### src/logic/port_pkg.sv
// port_pkg: shared constants and carrier types for the two parallel ports
// assumes: registers sit on a plain strobe port with byte-wide data
package port_pkg;
	localparam int PORT_W = 8;
	localparam int ADDR_W = 16;
	localparam logic [15:0] BUS_DIR_OFS = 16'hFFC4;
	localparam logic [15:0] BUS_DATA_OFS = 16'hFFC6;
	localparam logic [15:0] PULLUP_OFS = 16'hFFD8;
	localparam logic [15:0] ADDR_DIR_OFS = 16'hFFC1;
	localparam logic [7:0] REG_RESET = 8'h00;
	localparam logic [7:0] WO_READ_VALUE = 8'hFF;
	localparam logic [7:0] UNMAPPED_READ = 8'h00;
	localparam logic [2:0] MODE_MIN = 3'h1;
	localparam logic [2:0] MODE_MAX = 3'h7;
	localparam logic [2:0] MODE_SINGLE = 3'h7;
	localparam logic [2:0] MODE_PULLUP_MIN = 3'h5;

	typedef struct packed {
		logic [ADDR_W-1:0] addr;
		logic [PORT_W-1:0] wdata;
		logic wr;
		logic rd;
	} reg_req_s;

	typedef struct packed {
		logic [PORT_W-1:0] out;
		logic [PORT_W-1:0] oe;
	} pin_drive_s;
endpackage

### src/logic/pin_sync.sv
// pin_sync: three-stage synchroniser for a group of pin inputs
// assumes: pins are asynchronous to mclk; reset already synchronised
module pin_sync import port_pkg::*; #(
	parameter int WIDTH = 8
) (
	input wire logic mclk,
	input wire logic rstN,
	input wire logic [WIDTH-1:0] pinAsync,
	output logic [WIDTH-1:0] pinLevel
);
	logic [WIDTH-1:0] s1Q;
	logic [WIDTH-1:0] s2Q;
	logic [WIDTH-1:0] s3Q;

	// a zero-width group would leave the filter with no bit to watch
	if (WIDTH < 1) begin : g_widthCheck
		$error("pin_sync needs at least one pin");
	end

	// a bit changes only once stages two and three agree
	always_ff @(posedge mclk or negedge rstN) begin
		if (!rstN) begin
			s1Q <= '0;
			s2Q <= '0;
			s3Q <= '0;
			pinLevel <= '0;
		end else begin
			s1Q <= pinAsync;
			s2Q <= s1Q;
			s3Q <= s2Q;
			for (int i = 0; i < WIDTH; i++) begin
				if (s2Q[i] == s3Q[i]) begin
					pinLevel[i] <= s3Q[i];
				end
			end
		end
	end
endmodule

### src/logic/parallel_port.sv
// parallel_port: pull-up gating of the address port and the data bus port
// assumes: mode pins are static; standby inputs come from the mclk domain
// ****************************************************************
// register bus, pins and standby
// ****************************************************************

// What this block does
// - 8-bit read/write pull-up enable register for the address port
// - modes 5-7: pull-up on only when direction bit 0 and enable 1
// - modes 1-4: all address port pull-ups stay off
// - modes 5-7: pull-ups off in reset and hardware standby
// - pull-up enable clears on reset and hardware standby, kept in sw standby
// - modes 1-6: bus port carries the data bus; direction used only by the port read
// - mode 7: bus pin outputs when direction bit 1, input when 0
// - bus direction register is write-only and reads back all ones
// - bus direction clears on reset and hardware standby, kept in sw standby
// - software standby: output pins keep their driven state
// - data register holds output data, driven while a pin is output
// - port read gives register bit for outputs, pin level for inputs
// - data register clears on reset and hardware standby, kept in sw standby
// - modes 5-6: address pin is address output when direction bit 1
module parallel_port import port_pkg::*; (
	input wire logic mclk,
	input wire logic reset_n,
	input wire logic [2:0] opMode,
	input wire logic hwStandby,
	input wire logic swStandby,
	input wire logic [ADDR_W-1:0] regAddr,
	input wire logic [PORT_W-1:0] regWdata,
	input wire logic regWr,
	input wire logic regRd,
	output logic [PORT_W-1:0] regRdata,
	input wire logic [PORT_W-1:0] addrPortDirection,
	output logic [PORT_W-1:0] addrPullupOn,
	output logic [PORT_W-1:0] addrOutSelect,
	input wire logic [PORT_W-1:0] busPinIn,
	output logic [PORT_W-1:0] busPinOut,
	output logic [PORT_W-1:0] busPinOe,
	output logic busPortExternal
);
	// ****************************************************************
	// reset release and pin synchronisation
	// ****************************************************************
	logic rstMetaQ;
	logic rstN;
	reg_req_s req;
	pin_drive_s busDrive;
	logic [PORT_W-1:0] busPinLevel;
	logic [PORT_W-1:0] pullupEnable_q;
	logic [PORT_W-1:0] busDirection_q;
	logic [PORT_W-1:0] busData_q;
	logic [PORT_W-1:0] readData_d;
	logic singleChip;
	logic pullupMode;
	logic addrOutMode;

	always_ff @(posedge mclk or negedge reset_n) begin
		if (!reset_n) begin
			rstMetaQ <= 1'b0;
			rstN <= 1'b0;
		end else begin
			rstMetaQ <= 1'b1;
			rstN <= rstMetaQ;
		end
	end

	pin_sync #(.WIDTH(PORT_W)) busSync (
		.mclk(mclk),
		.rstN(rstN),
		.pinAsync(busPinIn),
		.pinLevel(busPinLevel)
	);

	assign req = '{addr: regAddr, wdata: regWdata, wr: regWr, rd: regRd};

	// mode decode is pure combinational logic on a static strap
	assign singleChip = (opMode == MODE_SINGLE);
	assign pullupMode = (opMode >= MODE_PULLUP_MIN);
	assign addrOutMode = pullupMode && !singleChip;

	// ****************************************************************
	// registers
	// ****************************************************************
	// hardware standby acts like reset; software standby simply holds
	always_ff @(posedge mclk or negedge rstN) begin
		if (!rstN) begin
			pullupEnable_q <= REG_RESET;
		end else if (hwStandby) begin
			pullupEnable_q <= REG_RESET;
		end else if (req.wr && req.addr == PULLUP_OFS) begin
			pullupEnable_q <= req.wdata;
		end
	end

	always_ff @(posedge mclk or negedge rstN) begin
		if (!rstN) begin
			busDirection_q <= REG_RESET;
		end else if (hwStandby) begin
			busDirection_q <= REG_RESET;
		end else if (req.wr && req.addr == BUS_DIR_OFS) begin
			busDirection_q <= req.wdata;
		end
	end

	always_ff @(posedge mclk or negedge rstN) begin
		if (!rstN) begin
			busData_q <= REG_RESET;
		end else if (hwStandby) begin
			busData_q <= REG_RESET;
		end else if (req.wr && req.addr == BUS_DATA_OFS) begin
			busData_q <= req.wdata;
		end
	end

	always_comb begin
		readData_d = UNMAPPED_READ;
		unique case (req.addr)
			BUS_DIR_OFS: readData_d = WO_READ_VALUE;
			BUS_DATA_OFS: readData_d = (busData_q & busDirection_q)
				| (busPinLevel & ~busDirection_q);
			PULLUP_OFS: readData_d = pullupEnable_q;
			default: readData_d = UNMAPPED_READ;
		endcase
	end

	// read data stand only in the cycle after the strobe
	always_ff @(posedge mclk or negedge rstN) begin
		if (!rstN) begin
			regRdata <= '0;
		end else if (req.rd) begin
			regRdata <= readData_d;
		end else begin
			regRdata <= '0;
		end
	end

	// ****************************************************************
	// pin control
	// ****************************************************************
	// external bus owns the pins in modes 1-6, so oe is left to it
	assign busDrive.oe = singleChip ? busDirection_q : '0;
	assign busDrive.out = busData_q;

	// registers hold in software standby, so outputs keep their state
	always_ff @(posedge mclk or negedge rstN) begin
		if (!rstN) begin
			busPinOut <= '0;
			busPinOe <= '0;
			busPortExternal <= 1'b0;
		end else if (hwStandby) begin
			busPinOut <= '0;
			busPinOe <= '0;
			busPortExternal <= 1'b0;
		end else begin
			busPinOut <= busDrive.out;
			busPinOe <= busDrive.oe;
			busPortExternal <= !singleChip;
		end
	end

	always_ff @(posedge mclk or negedge rstN) begin
		if (!rstN) begin
			addrPullupOn <= '0;
			addrOutSelect <= '0;
		end else if (hwStandby) begin
			addrPullupOn <= '0;
			addrOutSelect <= '0;
		end else begin
			addrPullupOn <= pullupMode
				? (pullupEnable_q & ~addrPortDirection) : '0;
			addrOutSelect <= addrOutMode ? addrPortDirection : '0;
		end
	end

	// ****************************************************************
	// assertions
	// ****************************************************************
	property p_pullupLow;
		@(posedge mclk) disable iff (!rstN)
		(!pullupMode) |=> (addrPullupOn == '0);
	endproperty
	a_pullupLow: assert property (p_pullupLow)
		else $error("pull-up on in modes 1-4");

	property p_pullupGate;
		@(posedge mclk) disable iff (!rstN)
		(pullupMode && !hwStandby) |=>
			(addrPullupOn == ($past(pullupEnable_q) &
			~$past(addrPortDirection)));
	endproperty
	a_pullupGate: assert property (p_pullupGate)
		else $error("pull-up gating wrong");

	property p_hwStandbyOff;
		@(posedge mclk) disable iff (!rstN)
		hwStandby |=> (addrPullupOn == '0 && pullupEnable_q == '0);
	endproperty
	a_hwStandbyOff: assert property (p_hwStandbyOff)
		else $error("pull-up not off in hardware standby");

	property p_pullupKeep;
		@(posedge mclk) disable iff (!rstN)
		(swStandby && !hwStandby && !req.wr) |=> $stable(pullupEnable_q);
	endproperty
	a_pullupKeep: assert property (p_pullupKeep)
		else $error("pull-up enable lost in software standby");

	property p_dirReadOnes;
		@(posedge mclk) disable iff (!rstN)
		(req.rd && req.addr == BUS_DIR_OFS) |=> (regRdata == WO_READ_VALUE);
	endproperty
	a_dirReadOnes: assert property (p_dirReadOnes)
		else $error("direction read not all ones");

	property p_busExternal;
		@(posedge mclk) disable iff (!rstN)
		(!singleChip && !hwStandby) |=> (busPinOe == '0 && busPortExternal);
	endproperty
	a_busExternal: assert property (p_busExternal)
		else $error("bus port driven by port logic in expanded mode");

	property p_singleOe;
		@(posedge mclk) disable iff (!rstN)
		(singleChip && !hwStandby) |=> (busPinOe == $past(busDirection_q));
	endproperty
	a_singleOe: assert property (p_singleOe)
		else $error("output enable does not follow direction");

	property p_dataRead;
		@(posedge mclk) disable iff (!rstN)
		(req.rd && req.addr == BUS_DATA_OFS) |=>
			(regRdata == (($past(busData_q) & $past(busDirection_q)) |
			($past(busPinLevel) & ~$past(busDirection_q))));
	endproperty
	a_dataRead: assert property (p_dataRead)
		else $error("port read mixes wrong sources");

	property p_dataWrite;
		@(posedge mclk) disable iff (!rstN)
		(req.wr && req.addr == BUS_DATA_OFS && !hwStandby) |=>
			(busData_q == $past(req.wdata)) ##1 (busPinOut == $past(busData_q));
	endproperty
	a_dataWrite: assert property (p_dataWrite)
		else $error("data register not driven to pins");

	property p_swHold;
		@(posedge mclk) disable iff (!rstN)
		(swStandby && !hwStandby && !req.wr) ##1 (swStandby && !hwStandby)
			|-> $stable(busPinOut) && $stable(busPinOe);
	endproperty
	a_swHold: assert property (p_swHold)
		else $error("outputs changed in software standby");

	property p_hwClear;
		@(posedge mclk) disable iff (!rstN)
		hwStandby |=> (busData_q == '0 && busDirection_q == '0);
	endproperty
	a_hwClear: assert property (p_hwClear)
		else $error("bus port registers not cleared");

	property p_pullupWrite;
		@(posedge mclk) disable iff (!rstN)
		(req.wr && req.addr == PULLUP_OFS && !hwStandby) |=>
			(pullupEnable_q == $past(req.wdata));
	endproperty
	a_pullupWrite: assert property (p_pullupWrite)
		else $error("pull-up enable write lost");

	property p_dirWrite;
		@(posedge mclk) disable iff (!rstN)
		(req.wr && req.addr == BUS_DIR_OFS && !hwStandby) |=>
			(busDirection_q == $past(req.wdata));
	endproperty
	a_dirWrite: assert property (p_dirWrite)
		else $error("direction write lost");

	// software standby must not disturb the bus port registers
	property p_dirKeep;
		@(posedge mclk) disable iff (!rstN)
		(swStandby && !hwStandby && !req.wr) |=>
			$stable(busDirection_q);
	endproperty
	a_dirKeep: assert property (p_dirKeep)
		else $error("direction lost in software standby");

	property p_dataKeep;
		@(posedge mclk) disable iff (!rstN)
		(swStandby && !hwStandby && !req.wr) |=> $stable(busData_q);
	endproperty
	a_dataKeep: assert property (p_dataKeep)
		else $error("data register lost in software standby");

	property p_addrOut;
		@(posedge mclk) disable iff (!rstN)
		(addrOutMode && !hwStandby) |=>
			(addrOutSelect == $past(addrPortDirection));
	endproperty
	a_addrOut: assert property (p_addrOut)
		else $error("address select does not follow direction");

	property p_addrOutOff;
		@(posedge mclk) disable iff (!rstN)
		(!addrOutMode) |=> (addrOutSelect == '0);
	endproperty
	a_addrOutOff: assert property (p_addrOutOff)
		else $error("address output selected outside modes 5-6");

	// read data must drop back to zero so stale bytes never linger
	property p_rdataIdle;
		@(posedge mclk) disable iff (!rstN)
		(!req.rd) |=> (regRdata == '0);
	endproperty
	a_rdataIdle: assert property (p_rdataIdle)
		else $error("read data held past its cycle");
endmodule

### config.mk
export PLATFORM = sky130hd
export DESIGN_NAME = parallel_port
export DESIGN_NICKNAME = d
export VERILOG_FILES = /design/src/logic/port_pkg.sv /design/src/logic/pin_sync.sv /design/src/logic/parallel_port.sv
export SDC_FILE = /design/constraint.sdc
export NUM_CORES = 1
export LEC_CHECK = 0
export BUFFER_PORTS_ARGS = -buffer_cell sky130_fd_sc_hd__buf_2
export CAP_MARGIN = 30
export CELL_PAD_IN_SITES_DETAIL_PLACEMENT = 0
export CELL_PAD_IN_SITES_GLOBAL_PLACEMENT = 1
export CORE_UTILIZATION = 42
export DETAILED_ROUTE_END_ITERATION = 8
export MAX_ROUTING_LAYER = met4
export PLACE_DENSITY = 0.9
export SLEW_MARGIN = 15
export SYNTH_ARGS = -nofsm -noshare
export SYNTH_HDL_FRONTEND = slang
export SYNTH_HIERARCHICAL = 1
export SYNTH_SLANG_ARGS = --single-unit
### constraint.sdc
create_clock -name mclk -period 3.5 [get_ports mclk]
set_input_delay 0.7 -clock mclk [delete_from_list [all_inputs] [get_ports mclk]]
set_output_delay 0.7 -clock mclk [all_outputs]
set_load 0.005 [all_outputs]
Yosys cells after proc, flatten, opt, wreduce, memory -nomap -nowiden
Index checks and enable logic that the tools add are counted.
{"block": "word_totals", "regBits": 99, "input_bits": 49, "output_inout_bits": 41, "word_cells": 65}
{"block": "op_classes", "n_lt_le_gt_ge": 1, "n_eq_ne": 12, "mux": 16, "n_bitwise": 6, "reduce_logical": 8}
{"cell": "two-way mux 8 bit", "n": 14}
{"cell": "== test 16 bit (second input constant)", "n": 3}
{"cell": "bitwise AND 8 bit", "n": 3}
{"cell": "case mux 8 bit (3 select lines)", "n": 1}
{"cell": "inverter 8 bit", "n": 2}
{"cell": "== test 1 bit", "n": 8}
{"cell": "bitwise OR 8 bit", "n": 1}
{"cell": "nonzero test 2 bit", "n": 3}
{"cell": "logical AND 1 bit", "n": 4}
{"cell": "== test 3 bit (second input constant)", "n": 1}
{"cell": "greater-or-equal comparator 3 bit (second input constant)", "n": 1}
{"cell": "zero test 1 bit", "n": 1}
{"cell": "two-way mux 1 bit", "n": 1}

Depth between registers and ports, before layout
Gate-level depths: netlist of run 1.
{"block": "logic_depth", "ltp_word": 5, "depth_mapped": 6, "depth_no_buf": 4}

By module
Netlist of run 1, hierarchy kept.
{"mod": "parallel_port", "instances": 1, "cells_per_inst": 200, "area_each_um2": 2697.6}
{"mod": "pin_sync", "instances": 1, "cells_per_inst": 40, "area_each_um2": 890.9}

Worst setup path before layout of run 1
Ideal clock, no wire load.
{"block": "synth_timing", "kind": "input -> register", "startpoint": "in regAddr[5]", "endpoint": "reg regRdata[0]", "setup_time_ns": 0.126, "t_arrival_ns": 1.734, "setup_slack_ns": 1.640, "cell_stages": 5, "cell_sequence": "and4bb_4 and4b_1 and3_1 buf_6 a221o_1"}
{"block": "synth_between", "elab_chain_len": 3}
{"element": "start: declaration", "line_no": "parallel_port.sv:28", "text": "input wire logic [ADDR_W-1:0] regAddr,"}
{"element": "== test 16 bit", "line_no": "parallel_port.sv:117", "text": "unique case (req.addr)"}
{"element": "case mux 8 bit (3 select lines) *", "line_no": "parallel_port.sv:117"}
{"element": "two-way mux 8 bit *", "line_no": "parallel_port.sv:130", "text": "end else if (req.rd) begin"}
{"element": "end signal: assignment", "line_no": "parallel_port.sv:131", "text": "regRdata <= readData_d;"}
{"element": "end: declaration", "line_no": "parallel_port.sv:32", "text": "output logic [PORT_W-1:0] regRdata,"}
Every way passes the cells marked *; elsewhere a longest branch is shown, timed or not.
A chain may end at the register's enable or synchronous reset.

Final worst setup path of run 1
{"block": "layout_timing", "startpoint": "in regAddr[5]", "endpoint": "reg busDirection_q[0]"}
{"block": "layout_between", "elab_chain_len": 3}
{"element": "== test 16 bit", "line_no": "parallel_port.sv:100", "text": "end else if (req.wr && req.addr == BUS_DIR_OFS) begin"}
{"element": "logical AND 1 bit", "line_no": "parallel_port.sv:100"}
{"element": "nonzero test 2 bit (no source line)"}
{"element": "end signal: assignment", "line_no": "parallel_port.sv:101", "text": "busDirection_q <= req.wdata;"}
{"element": "end: declaration", "line_no": "parallel_port.sv:50", "text": "logic [PORT_W-1:0] busDirection_q;"}
No other way between the ends.

==> metrics.txt, run 1 <==
Final HPWL DP=4714 um; share of cells above drive strength 1=38.76%; synth unique cells=33; Vias/cell=5.084; max incr delay on CP=0.60 ns; Num Clock Sinks=99; Site Rows=33; worst setup path category=in2reg; FFs w/ async S/R, synth=100.0%; max_slew headroom=52.67%; Core Area=8258 sq um; Tightest Pin Transition=0.7061 ns; Avg Cell Area, Syn=14.95 sq um; top cells by area, synth=dfrtp_1, mux2i_1, nand2b_1; final wirelength=6817 um; Final Hold Viols=0; largest net degree at the start of global routing=49; synthesized flop and latch total=99; Num CTS Buffers=9; Max-Cap Viols=0; gpl congestion=0.7481; Yosys top cell area share=69.04%; Worst-path clk slew=0.09 ns; yosys warns=6; max frequency=498.4 MHz; unrepaired setup endpoints after global routing=false; hold_buf cts=0; top-count cell post-synth=dfrtp_1; die area=8918 sq um; fin area=4369 sq um; final setup TNS=0 ns; Overflow after GRT=0; cell taking the most area after synthesis=dfrtp_1; Max FO, Critical Path=17; Final #Nets=383; initial antenna violation count=0; Critical Path Sink Type=flip-flop; Req. time, crit path=3.78 ns; crit path time final=2.006 ns; final setup vio count=0; hold crit path type=in2async; initial core utilization=43.45%; CTS tree=built; Post-Syn Instances=240; final routed DRC violation total=0; critical path data arrival time=2.28 ns; Ant. Diodes=0; via count of the first global-routing pass=2,229; Detailed Routing Iterations Pass 1=4; Power Density=464.2 nW/um^2; fin. max-slew vios=0; CP startpoint kind=input port; Netlist Area Pre-Place=3588 sq um; # resized after CTS=0; fin crit share=57.33%; Area Overhead vs Synth=21.76%; top_reg_cell synth=dfrtp_1; Max IR drop VDD=0.1979 mV; Crit-path slowest cell=nor3_4; Max Buffers Root-to-Sink=2; # Post-CTS Setup Buffers=0; Die Y=94.44 um; Fill cells=720; Seq/Total Area, Yosys=69.04%; first-pass GRT wire length=11,260 um; Post-Syn Nets=289; status=completed; antenna-violating nets left=0; WL/cell=15.39 um; Die X=94.44 um; synth cell count leaders=dfrtp_1, nand2b_1, mux2i_1; EDFF count, synth=0; Layout Skew=0.005501 ns; DP Area=4168 sq um; gr usage total=17.96%; Via Count=2,252; Port Buffer Count=88; P_leak=2.234 nW; Worst-Skew Late Latency=0.36 ns; number of DRC markers in iteration 0=116; Root Driver=clkbuf_8; CTS HTree Levels=3; CP Cell Sequence=buf_2, and4bb_4, nand4_4, nor3_4, mux2i_1; I/O Pins=90
[per-layer routing]
metal	part of all wire (%)	routed length, um	GRT usage, %
met1	46	3155	24.69
met2	44	2998	25.60
met5	0	0	-
met4	1.5	102	6.923
met3	8.2	560	4.509
[layout by cell type, fill, tap and decap left out, types with 2 or more instances in the layout]
master      Yosys  layout
a221o_1         8       8
and2_1          8       8
and3_1         10      10
buf_2           1      88
buf_4           0       2
clkbuf_8        0      11
clkinvlp_4      0       2
dfrtp_1        99      98
maj3_2          8       8
mux2_2          8       8
mux2i_1        16      16
nand2b_1       24      24
nor2b_1         9       9
nor3b_1         8       8
o21ai_0         6       6
o21ai_1         3       3
o31ai_1         8       8
[kinds of logic (layout without fill, tap and decap cells)]
group | after synthesis | after routing | share of synthesized area (%)
mux | 24 | 24 | 6.974
other cells | 1 | 1 | 0.1045
simple gates | 72 | 72 | 14.61
compound gates | 26 | 26 | 5.335
buf+inv | 9 | 107 | 1.185
xor+xnor | 1 | 1 | 0.2441
fa+ha+maj | 8 | 8 | 2.511
flops | 99 | 99 | 69.04
[path summary, 6_finish.rpt]
path                                      to  slack (ns)              start  cells after the start
setup reg to reg                 regRdata[6]        2.33  busDirection_q[6]                      2
max in group asynchronous       busPinOut[7]        2.60               rstN                      1
min in group mclk             busSync/s2Q[7]        0.35     busSync/s1Q[7]                      0
hold reg to reg               busSync/s1Q[4]        0.30               rstN                      0
hold / removal                          rstN        0.11            reset_n                      1
setup / recovery           busDirection_q[0]        1.49         regAddr[5]                      5
[power by group]
group          leakage, nW  switching, W  total [W]  internal [W]
clock network       0.0974      0.000371   0.000735      0.000364
registers             1.30     0.0000209    0.00119       0.00117
logic                0.837     0.0000506   0.000101     0.0000509
total                 2.23      0.000442    0.00203       0.00159
[metrics by stage]
step / hold slack [ns] / std cells / power (W) / setup slack (ns) / utilization (%)
after floorplan: 0.3312 / 240 / 0.001261 / 0.5381 / -
after global placement: 0.3330 / 427 / 0.001311 / 1.195 / 50.14
final: 0.1109 / 443 / 0.002028 / 1.494 / 52.91
after detailed placement: 0.3145 / 428 / 0.001320 / 1.149 / 50.47
after global routing: 0.08611 / 443 / 0.002114 / 1.385 / 52.91
after CTS: 0.09472 / 443 / 0.002047 / 1.521 / 52.91
[registers in the layout, indices dropped and copies added, names as in the netlist]
register / flops
busSync/s1Q: 8
busSync/pinLevel: 8
busDirection_q: 8
busPinOe: 8
busPinOut: 8
addrOutSelect: 8
busPortExternal: 1
rstN: 1
pullupEnable_q: 8
regRdata: 8
busSync/s2Q: 8
busData_q: 8
addrPullupOn: 8
busSync/s3Q: 8
rstMetaQ: 1
[critical path, delay by kind of cell]
| family | cells | cell delay [ns] |
|---|---|---|
| AND/OR/NAND/NOR | 3 | 1.22 |
| multiplexers | 1 | 0.27 |
| buffers and inverters | 1 | 0.09 |
[area by class of cell]
| type | instances | area, sq um | area share (%) |
|---|---|---|---|
| Timing Repair Buffer | 91 | 483.0 | 11.05 |
| Multi-Input combinational cell | 132 | 1069 | 24.46 |
| Tap cell | 105 | 131.4 | 3.007 |
| Inverter | 1 | 3.754 | 0.08591 |
| Sequential cell | 99 | 2481 | 56.79 |
| Clock inverter | 4 | 50.05 | 1.145 |
| Clock buffer | 11 | 151.4 | 3.465 |
No activity file was read; power rests on OpenSTA's default activity.
==> inputs of run 2 (changes only) <==
ABC_AREA = 1   (was not set)
CORE_UTILIZATION = 37   (was 42)
PLACE_DENSITY = 0.88   (was 0.9)
clock period = 1.8 ns   (was 3.5 ns; I/O delays follow)
==> metrics.txt, run 2 <==
hold_buf cts=1 (+1); Crit path max-delay family=flip-flops; min-delay src=busPinIn[0]; Post-Syn Instances=368 (+53%); Site Rows=36 (+9.1%); Area Overhead vs Synth=21.50%; CP Cell Sequence=buf_2; Ant. Diodes=0 (unchanged); WL/cell=12.35 um (-20%); gpl congestion=0.7743 (+3.5%); # Post-CTS Setup Buffers=0 (unchanged); Reg2Reg Setup Slack=0.75 ns (-1.58 ns); final wirelength=7461 um (+9.4%); Worst-Skew Late Latency=0.37 ns (about the same); max frequency=806.4 MHz; via count of the first global-routing pass=2,790 (+25%); largest net degree at the start of global routing=38 (-22%); Req. time, crit path=1.44 ns (-2.34 ns); I/O Pins=90 (unchanged); most common cell after layout, fill and taps aside=dfrtp_1; Final #Nets=515 (+34%); Via Count=2,685 (+19%); top_reg_cell synth=dfrtp_1; Final Hold Viols=0 (unchanged); Detailed Routing Iterations Pass 1=4 (unchanged); commonest non-fill, non-tap cells in the layout=dfrtp_1, buf_2, nand2_1; final setup vio count=0 (unchanged); Post-Syn Nets=417 (+44%); Worst-path clk slew=0.10 ns (about the same); Port Buffer Count=88 (unchanged); first-pass GRT wire length=13,070 um (+16%); critical path data arrival time=0.88 ns (-1.40 ns); Power Density=845.5 nW/um^2 (+82%); worst setup path category=reg2out; final setup TNS=0 ns (unchanged); Seq/Total Area, Yosys=64.98% (-4.1 points); worst path buffer plus inverter count=1 (unchanged); hold crit path type=in2reg; Yosys top cell area share=64.98% (-4.1 points); Tot Pwr=0.003916 W (+93%); crit path time final=1.240 ns; DP Area=4431 sq um (+6.3%); P_leak=2.385 nW (+6.8%); Hold Path End=busSync/s1Q[0]; fin crit share=68.90%; # resized after CTS=0 (unchanged); yosys warns=6 (unchanged); Critical Path Sink Type=output port; Layout Skew=0.009639 ns (+0.004138 ns); worst-case reg-to-reg path depth=6 (+4); Crit-path slowest cell=dfrtp_1; Final HPWL DP=5451 um (+16%); top-count cell post-synth=dfrtp_1; share of cells above drive strength 1=31.63% (-7.1 points); Netlist Area Pre-Place=3812 sq um (+6.2%); r2r endpoint=regRdata[0]; max incr delay on CP=0.39 ns (-0.21 ns); status=completed; initial core utilization=38.65% (-4.8 points); Avg Cell Area, Syn=10.36 sq um (-31%); gr usage total=15.91% (-2.1 points); Num CTS Buffers=9 (unchanged); number of DRC markers in iteration 0=191 (+65%); fin. max-slew vios=0 (unchanged); Root Driver=clkbuf_8; Critical R2R Launch=busDirection_q[0]; Max-Cap Viols=0 (unchanged); initial antenna violation count=0 (unchanged); EDFF count, synth=0 (unchanged); CP startpoint kind=flip-flop; fin area=4632 sq um (+6.0%); hold path depth=1; final routed DRC violation total=0 (unchanged); Overflow after GRT=0 (unchanged); antenna-violating nets left=0 (unchanged); post-layout util=46.96% (-6.0 points); Max Buffers Root-to-Sink=2 (unchanged); cell taking the most area after synthesis=dfrtp_1; unrepaired setup endpoints after global routing=false; CTS tree=built; Vias/cell=4.445 (-13%); synth cell count leaders=dfrtp_1, nand2_1, nor2_1; Num Clock Sinks=99 (unchanged); Max IR drop VDD=0.3946 mV (+99%); top cells by area, synth=dfrtp_1, nand2_1, nor2_1; Core Area=9864 sq um (+19%); die area=10,710 sq um (+20%); synthesized flop and latch total=99 (unchanged); synth unique cells=26 (-21%); CTS HTree Levels=3 (unchanged); Die X=103.5 um (+9.6%); FFs w/ async S/R, synth=100.0% (unchanged); Max FO, Critical Path=1 (-16); Die Y=103.5 um (+9.6%)
==> run 2: cell types whose count changed in the layout (fill, tap and decap cells not counted), sizes merged, moves of 16 or more <==
| cell | before | now |
|---|---|---|
| inv | 1 | 48 |
| mux2i | 16 | 0 |
| nand2 | 0 | 68 |
| nand2b | 24 | 0 |
| nand3 | 1 | 28 |
| nor2 | 1 | 66 |
| o21ai | 9 | 33 |
==> run 2: worst max-delay path by stage <==
stage	end	depth (start not counted)	slack, ns	start
3_3_place_gp	busDirection_q[7]	7	0.27	regAddr[1]
6_report	regRdata[2]	1	0.56	regRdata[2]
2_1_floorplan	addrOutSelect[0]	0	0.14	rstN
4_1_cts	busPinOe[3]	1	0.55	busPinOe[3]
5_1_grt	busPinOe[6]	1	0.51	busPinOe[6]
3_5_place_dp	busDirection_q[3]	7	0.25	regAddr[1]
==> run 2: through the flow <==
step	hold slack, ns	setup WS [ns]	instances
CTS	0.06796	0.5467	604
global placement	0.1452	0.2650	587
floorplan	0.06441	0.1368	368
finish	0.08618	0.5599	604
global route	0.06052	0.5107	604
detailed placement	0.1467	0.2462	587
==> run 2: power breakdown <==
group | leakage [nW] | internal, W | total [W] | switching [W]
registers | 1.30 | 0.00228 | 0.00232 | 0.0000406
clock network | 0.0954 | 0.000565 | 0.00137 | 0.000801
logic | 0.988 | 0.0000894 | 0.000232 | 0.000142
total | 2.39 | 0.00293 | 0.00392 | 0.000984
==> run 2: logic make-up (layout without fill, tap and decap cells) <==
family / Yosys count / in the layout / synth area share [%]
compound gates: 41 / 41 / 6.170
buf+inv: 54 / 157 / 6.071
flops: 99 / 99 / 64.98
other cells: 1 / 1 / 0.09836
simple gates: 173 / 173 / 22.68
==> run 2: cell type report <==
| class | count | area, sq um |
|---|---|---|
| multi-input combinational | 215 | 1104 |
| sequential | 99 | 2481 |
| inverter | 47 | 176.4 |
| fill | 933 | 5233 |
| timing repair buffer | 94 | 513.0 |
| clock buffer | 10 | 137.6 |
| tap | 133 | 166.4 |
| clock inverter | 6 | 53.80 |
==> run 2: layer usage <==
metal	global-route usage [%]	wire length, um	vias to the layer above
li1	-	-	1347
met1	19.52	3329	1249
met2	24.64	3560	76
met3	5.098	450	13
met4	5.901	120	0
met5	-	0	-
==> inputs of run 3 (changes only) <==
CORE_UTILIZATION = 41   (was 37)
PLACE_DENSITY = 0.91   (was 0.88)
clock period = 1.15 ns   (was 1.8 ns; I/O delays follow)
==> metrics.txt, run 3 (synthesis results as in run 2) <==
setup ws final=0.06503 ns (-0.4948 ns); Final #Nets=531 (+3.1%); final wirelength=7259 um (-2.7%); first-pass GRT wire length=12,770 um (-2.3%); hold crit path type=in2reg; most common cell after layout, fill and taps aside=dfrtp_1; unrepaired setup endpoints after global routing=false; Int Power=0.004586 W (+56%); Core Area=8848 sq um (-10%); crit path time final=1.085 ns; Max-Cap Viols=0 (unchanged); Crit-path slowest cell=dfrtp_1; Req. time, crit path=0.92 ns (-0.52 ns); Worst-Skew Late Latency=0.35 ns (-0.02 ns); CP Depth=1 (unchanged); Num CTS Buffers=9 (unchanged); CP Cell Sequence=buf_2; Reg2Reg Setup Slack=0.13 ns (-0.62 ns); WL/cell=12.20 um (-1.2%); number of DRC markers in iteration 0=143 (-25%); Post-Layout Cell Count=595 (-1.5%); gpl congestion=0.7949 (+2.7%); r2r endpoint=regRdata[1]; Root Driver=clkbuf_8; fin. max-slew vios=0 (unchanged); part of the power in registers=60.2% (+1.0 points); pre-CTS WS=-0.1912 ns (-0.4374 ns); Power Density=1267 nW/um^2 (+50%); initial core utilization=43.09% (+4.4 points); max frequency=921.7 MHz; Clk pwr share=33.0% (-1.9 points); switching share of power=23.56% (-1.6 points); antenna-violating nets left=0 (unchanged); Critical R2R Launch=busSync/pinLevel[1]; Port Buffer Count=88 (unchanged); placed cells=570 (-2.9%); die area=9688 sq um (-9.6%); CTS tree=built; CTS HTree Levels=3 (unchanged); P_leak=2.455 nW (+2.9%); Final HPWL DP=5337 um (-2.1%); worst setup path category=reg2out; Die X=98.43 um (-4.9%); Hold Path End=addrPullupOn[3]; commonest non-fill, non-tap cells in the layout=dfrtp_1, buf_2, nand2_1; Layout Skew=0.005651 ns (-0.003988 ns); Site Rows=34 (-5.6%); Crit path max-delay family=flip-flops; CP startpoint kind=flip-flop; Via Count=2,748 (+2.3%); Switch Pwr=0.001413 W (+44%); worst-case reg-to-reg path depth=6 (unchanged); Die Y=98.43 um (-4.9%); I/O Pins=90 (unchanged); Critical Path Sink Type=output port; hold path depth=2 (+1); Detailed Routing Iterations Pass 1=9 (+5); final routed DRC violation total=9 (+9); gr usage total=17.33% (+1.4 points); status=complete, but fails checks; via count of the first global-routing pass=2,769 (-0.75%); largest net degree at the start of global routing=75 (+97%); initial antenna violation count=0 (unchanged); critical path data arrival time=0.85 ns (-0.03 ns); max incr delay on CP=0.38 ns (about the same); Final Hold Viols=0 (unchanged); Max IR drop VDD=0.6293 mV (+59%); Overflow after GRT=0 (unchanged); final setup vio count=0 (unchanged); share of cells above drive strength 1=31.62% (about the same); failing checks=design-rule violations; Ant. Diodes=0 (unchanged); Num Clock Sinks=99 (unchanged); Vias/cell=4.618 (+3.9%); Max Buffers Root-to-Sink=2 (unchanged); Area Overhead vs Synth=24.15%; Comb pwr share=6.8% (+0.9 points); fin crit share=94.35%; min-delay src=addrPortDirection[3]; worst path buffer plus inverter count=1 (unchanged); Max FO, Critical Path=1 (unchanged); Worst-path clk slew=0.09 ns (about the same)
==> run 3: changes by cell type in the layout (fill, tap and decap cells not counted), sizes merged <==
cell         previous run  this run
buf                    93       101
inv                    48        46
clkbuf                 10        13
clkinvlp                1         0
dlygate4sd3             1         9
==> run 3: power groups by stage <==
| stage | Combinational, W | Clock [W] | Sequential (W) |
|---|---|---|---|
| floorplan | 0.000151 | 0 | 0.00372 |
| global placement | 0.000376 | 0 | 0.00368 |
| detailed placement | 0.000390 | 0 | 0.00368 |
| CTS | 0.000414 | 0.00204 | 0.00361 |
| global route | 0.000468 | 0.00221 | 0.00362 |
| finish | 0.000407 | 0.00198 | 0.00361 |
==> run 3: worst register-to-register path: cells and delay by family (launching register included) <==
family | cells | cell delay, ns
AOI/OAI and AO/OA | 1 | 0.11
DFF | 1 | 0.42
and+or+nand+nor | 5 | 0.39
==> run 3: area by class of cell <==
class / instances / area (sq um)
clock buffers: 13 / 148.9
clock inverters: 3 / 22.52
fillers: 811 / 4115
inverters: 47 / 176.4
multi-input cells: 215 / 1104
flip-flops and latches: 99 / 2481
well taps: 108 / 135.1
repair buffers: 110 / 665.6
==> run 3: worst max path at each step <==
stage | slack (ns) | startpoint | to
2_1_floorplan | 0.006 | regAddr[7] | pullupEnable_q[6]
3_3_place_gp | -0.16 | regAddr[15] | busDirection_q[7]
3_5_place_dp | -0.19 | regAddr[1] | regRdata[0]
4_1_cts | 0.04 | busPinOe[4] | busPinOe[4]
5_1_grt | 0.01 | busPinOe[7] | busPinOe[7]
6_report | 0.07 | busPinOe[2] | busPinOe[2]
==> run 3: layer usage <==
| layer | global-route usage [%] | routed length, um | part of all wire [%] | up-vias |
|---|---|---|---|---|
| li1 | - | - | - | 1381 |
| met1 | 21.29 | 3216 | 44 | 1287 |
| met2 | 28.44 | 3578 | 49 | 75 |
| met3 | 3.759 | 399 | 5.5 | 5 |
| met4 | 6.200 | 65 | 0.90 | 0 |
| met5 | - | 0 | 0 | - |
==> run 3: what timing repair did <==
item	4_1_cts	5_1_grt
gates resized for setup	0	2
hold endpoints to repair	10	0
buffers inserted	0	0
hold buffers	9	0
endpoints found under the setup margin	0	2
==> run 3: per-stage QoR <==
step                hold WS (ns)  instance area (sq um)  power [W]  setup TNS (ns)  utilization, %
finish                   0.04354                   4733   0.005999               0           53.49
global route             0.02815                   4733   0.006299               0           53.49
CTS                      0.02676                   4733   0.006068               0           53.49
detailed placement       0.01800                   4472   0.004072          -4.238           50.54
global placement         0.01598                   4472   0.004053          -3.966           50.54
floorplan               -0.06559                   3816   0.003870               0               -
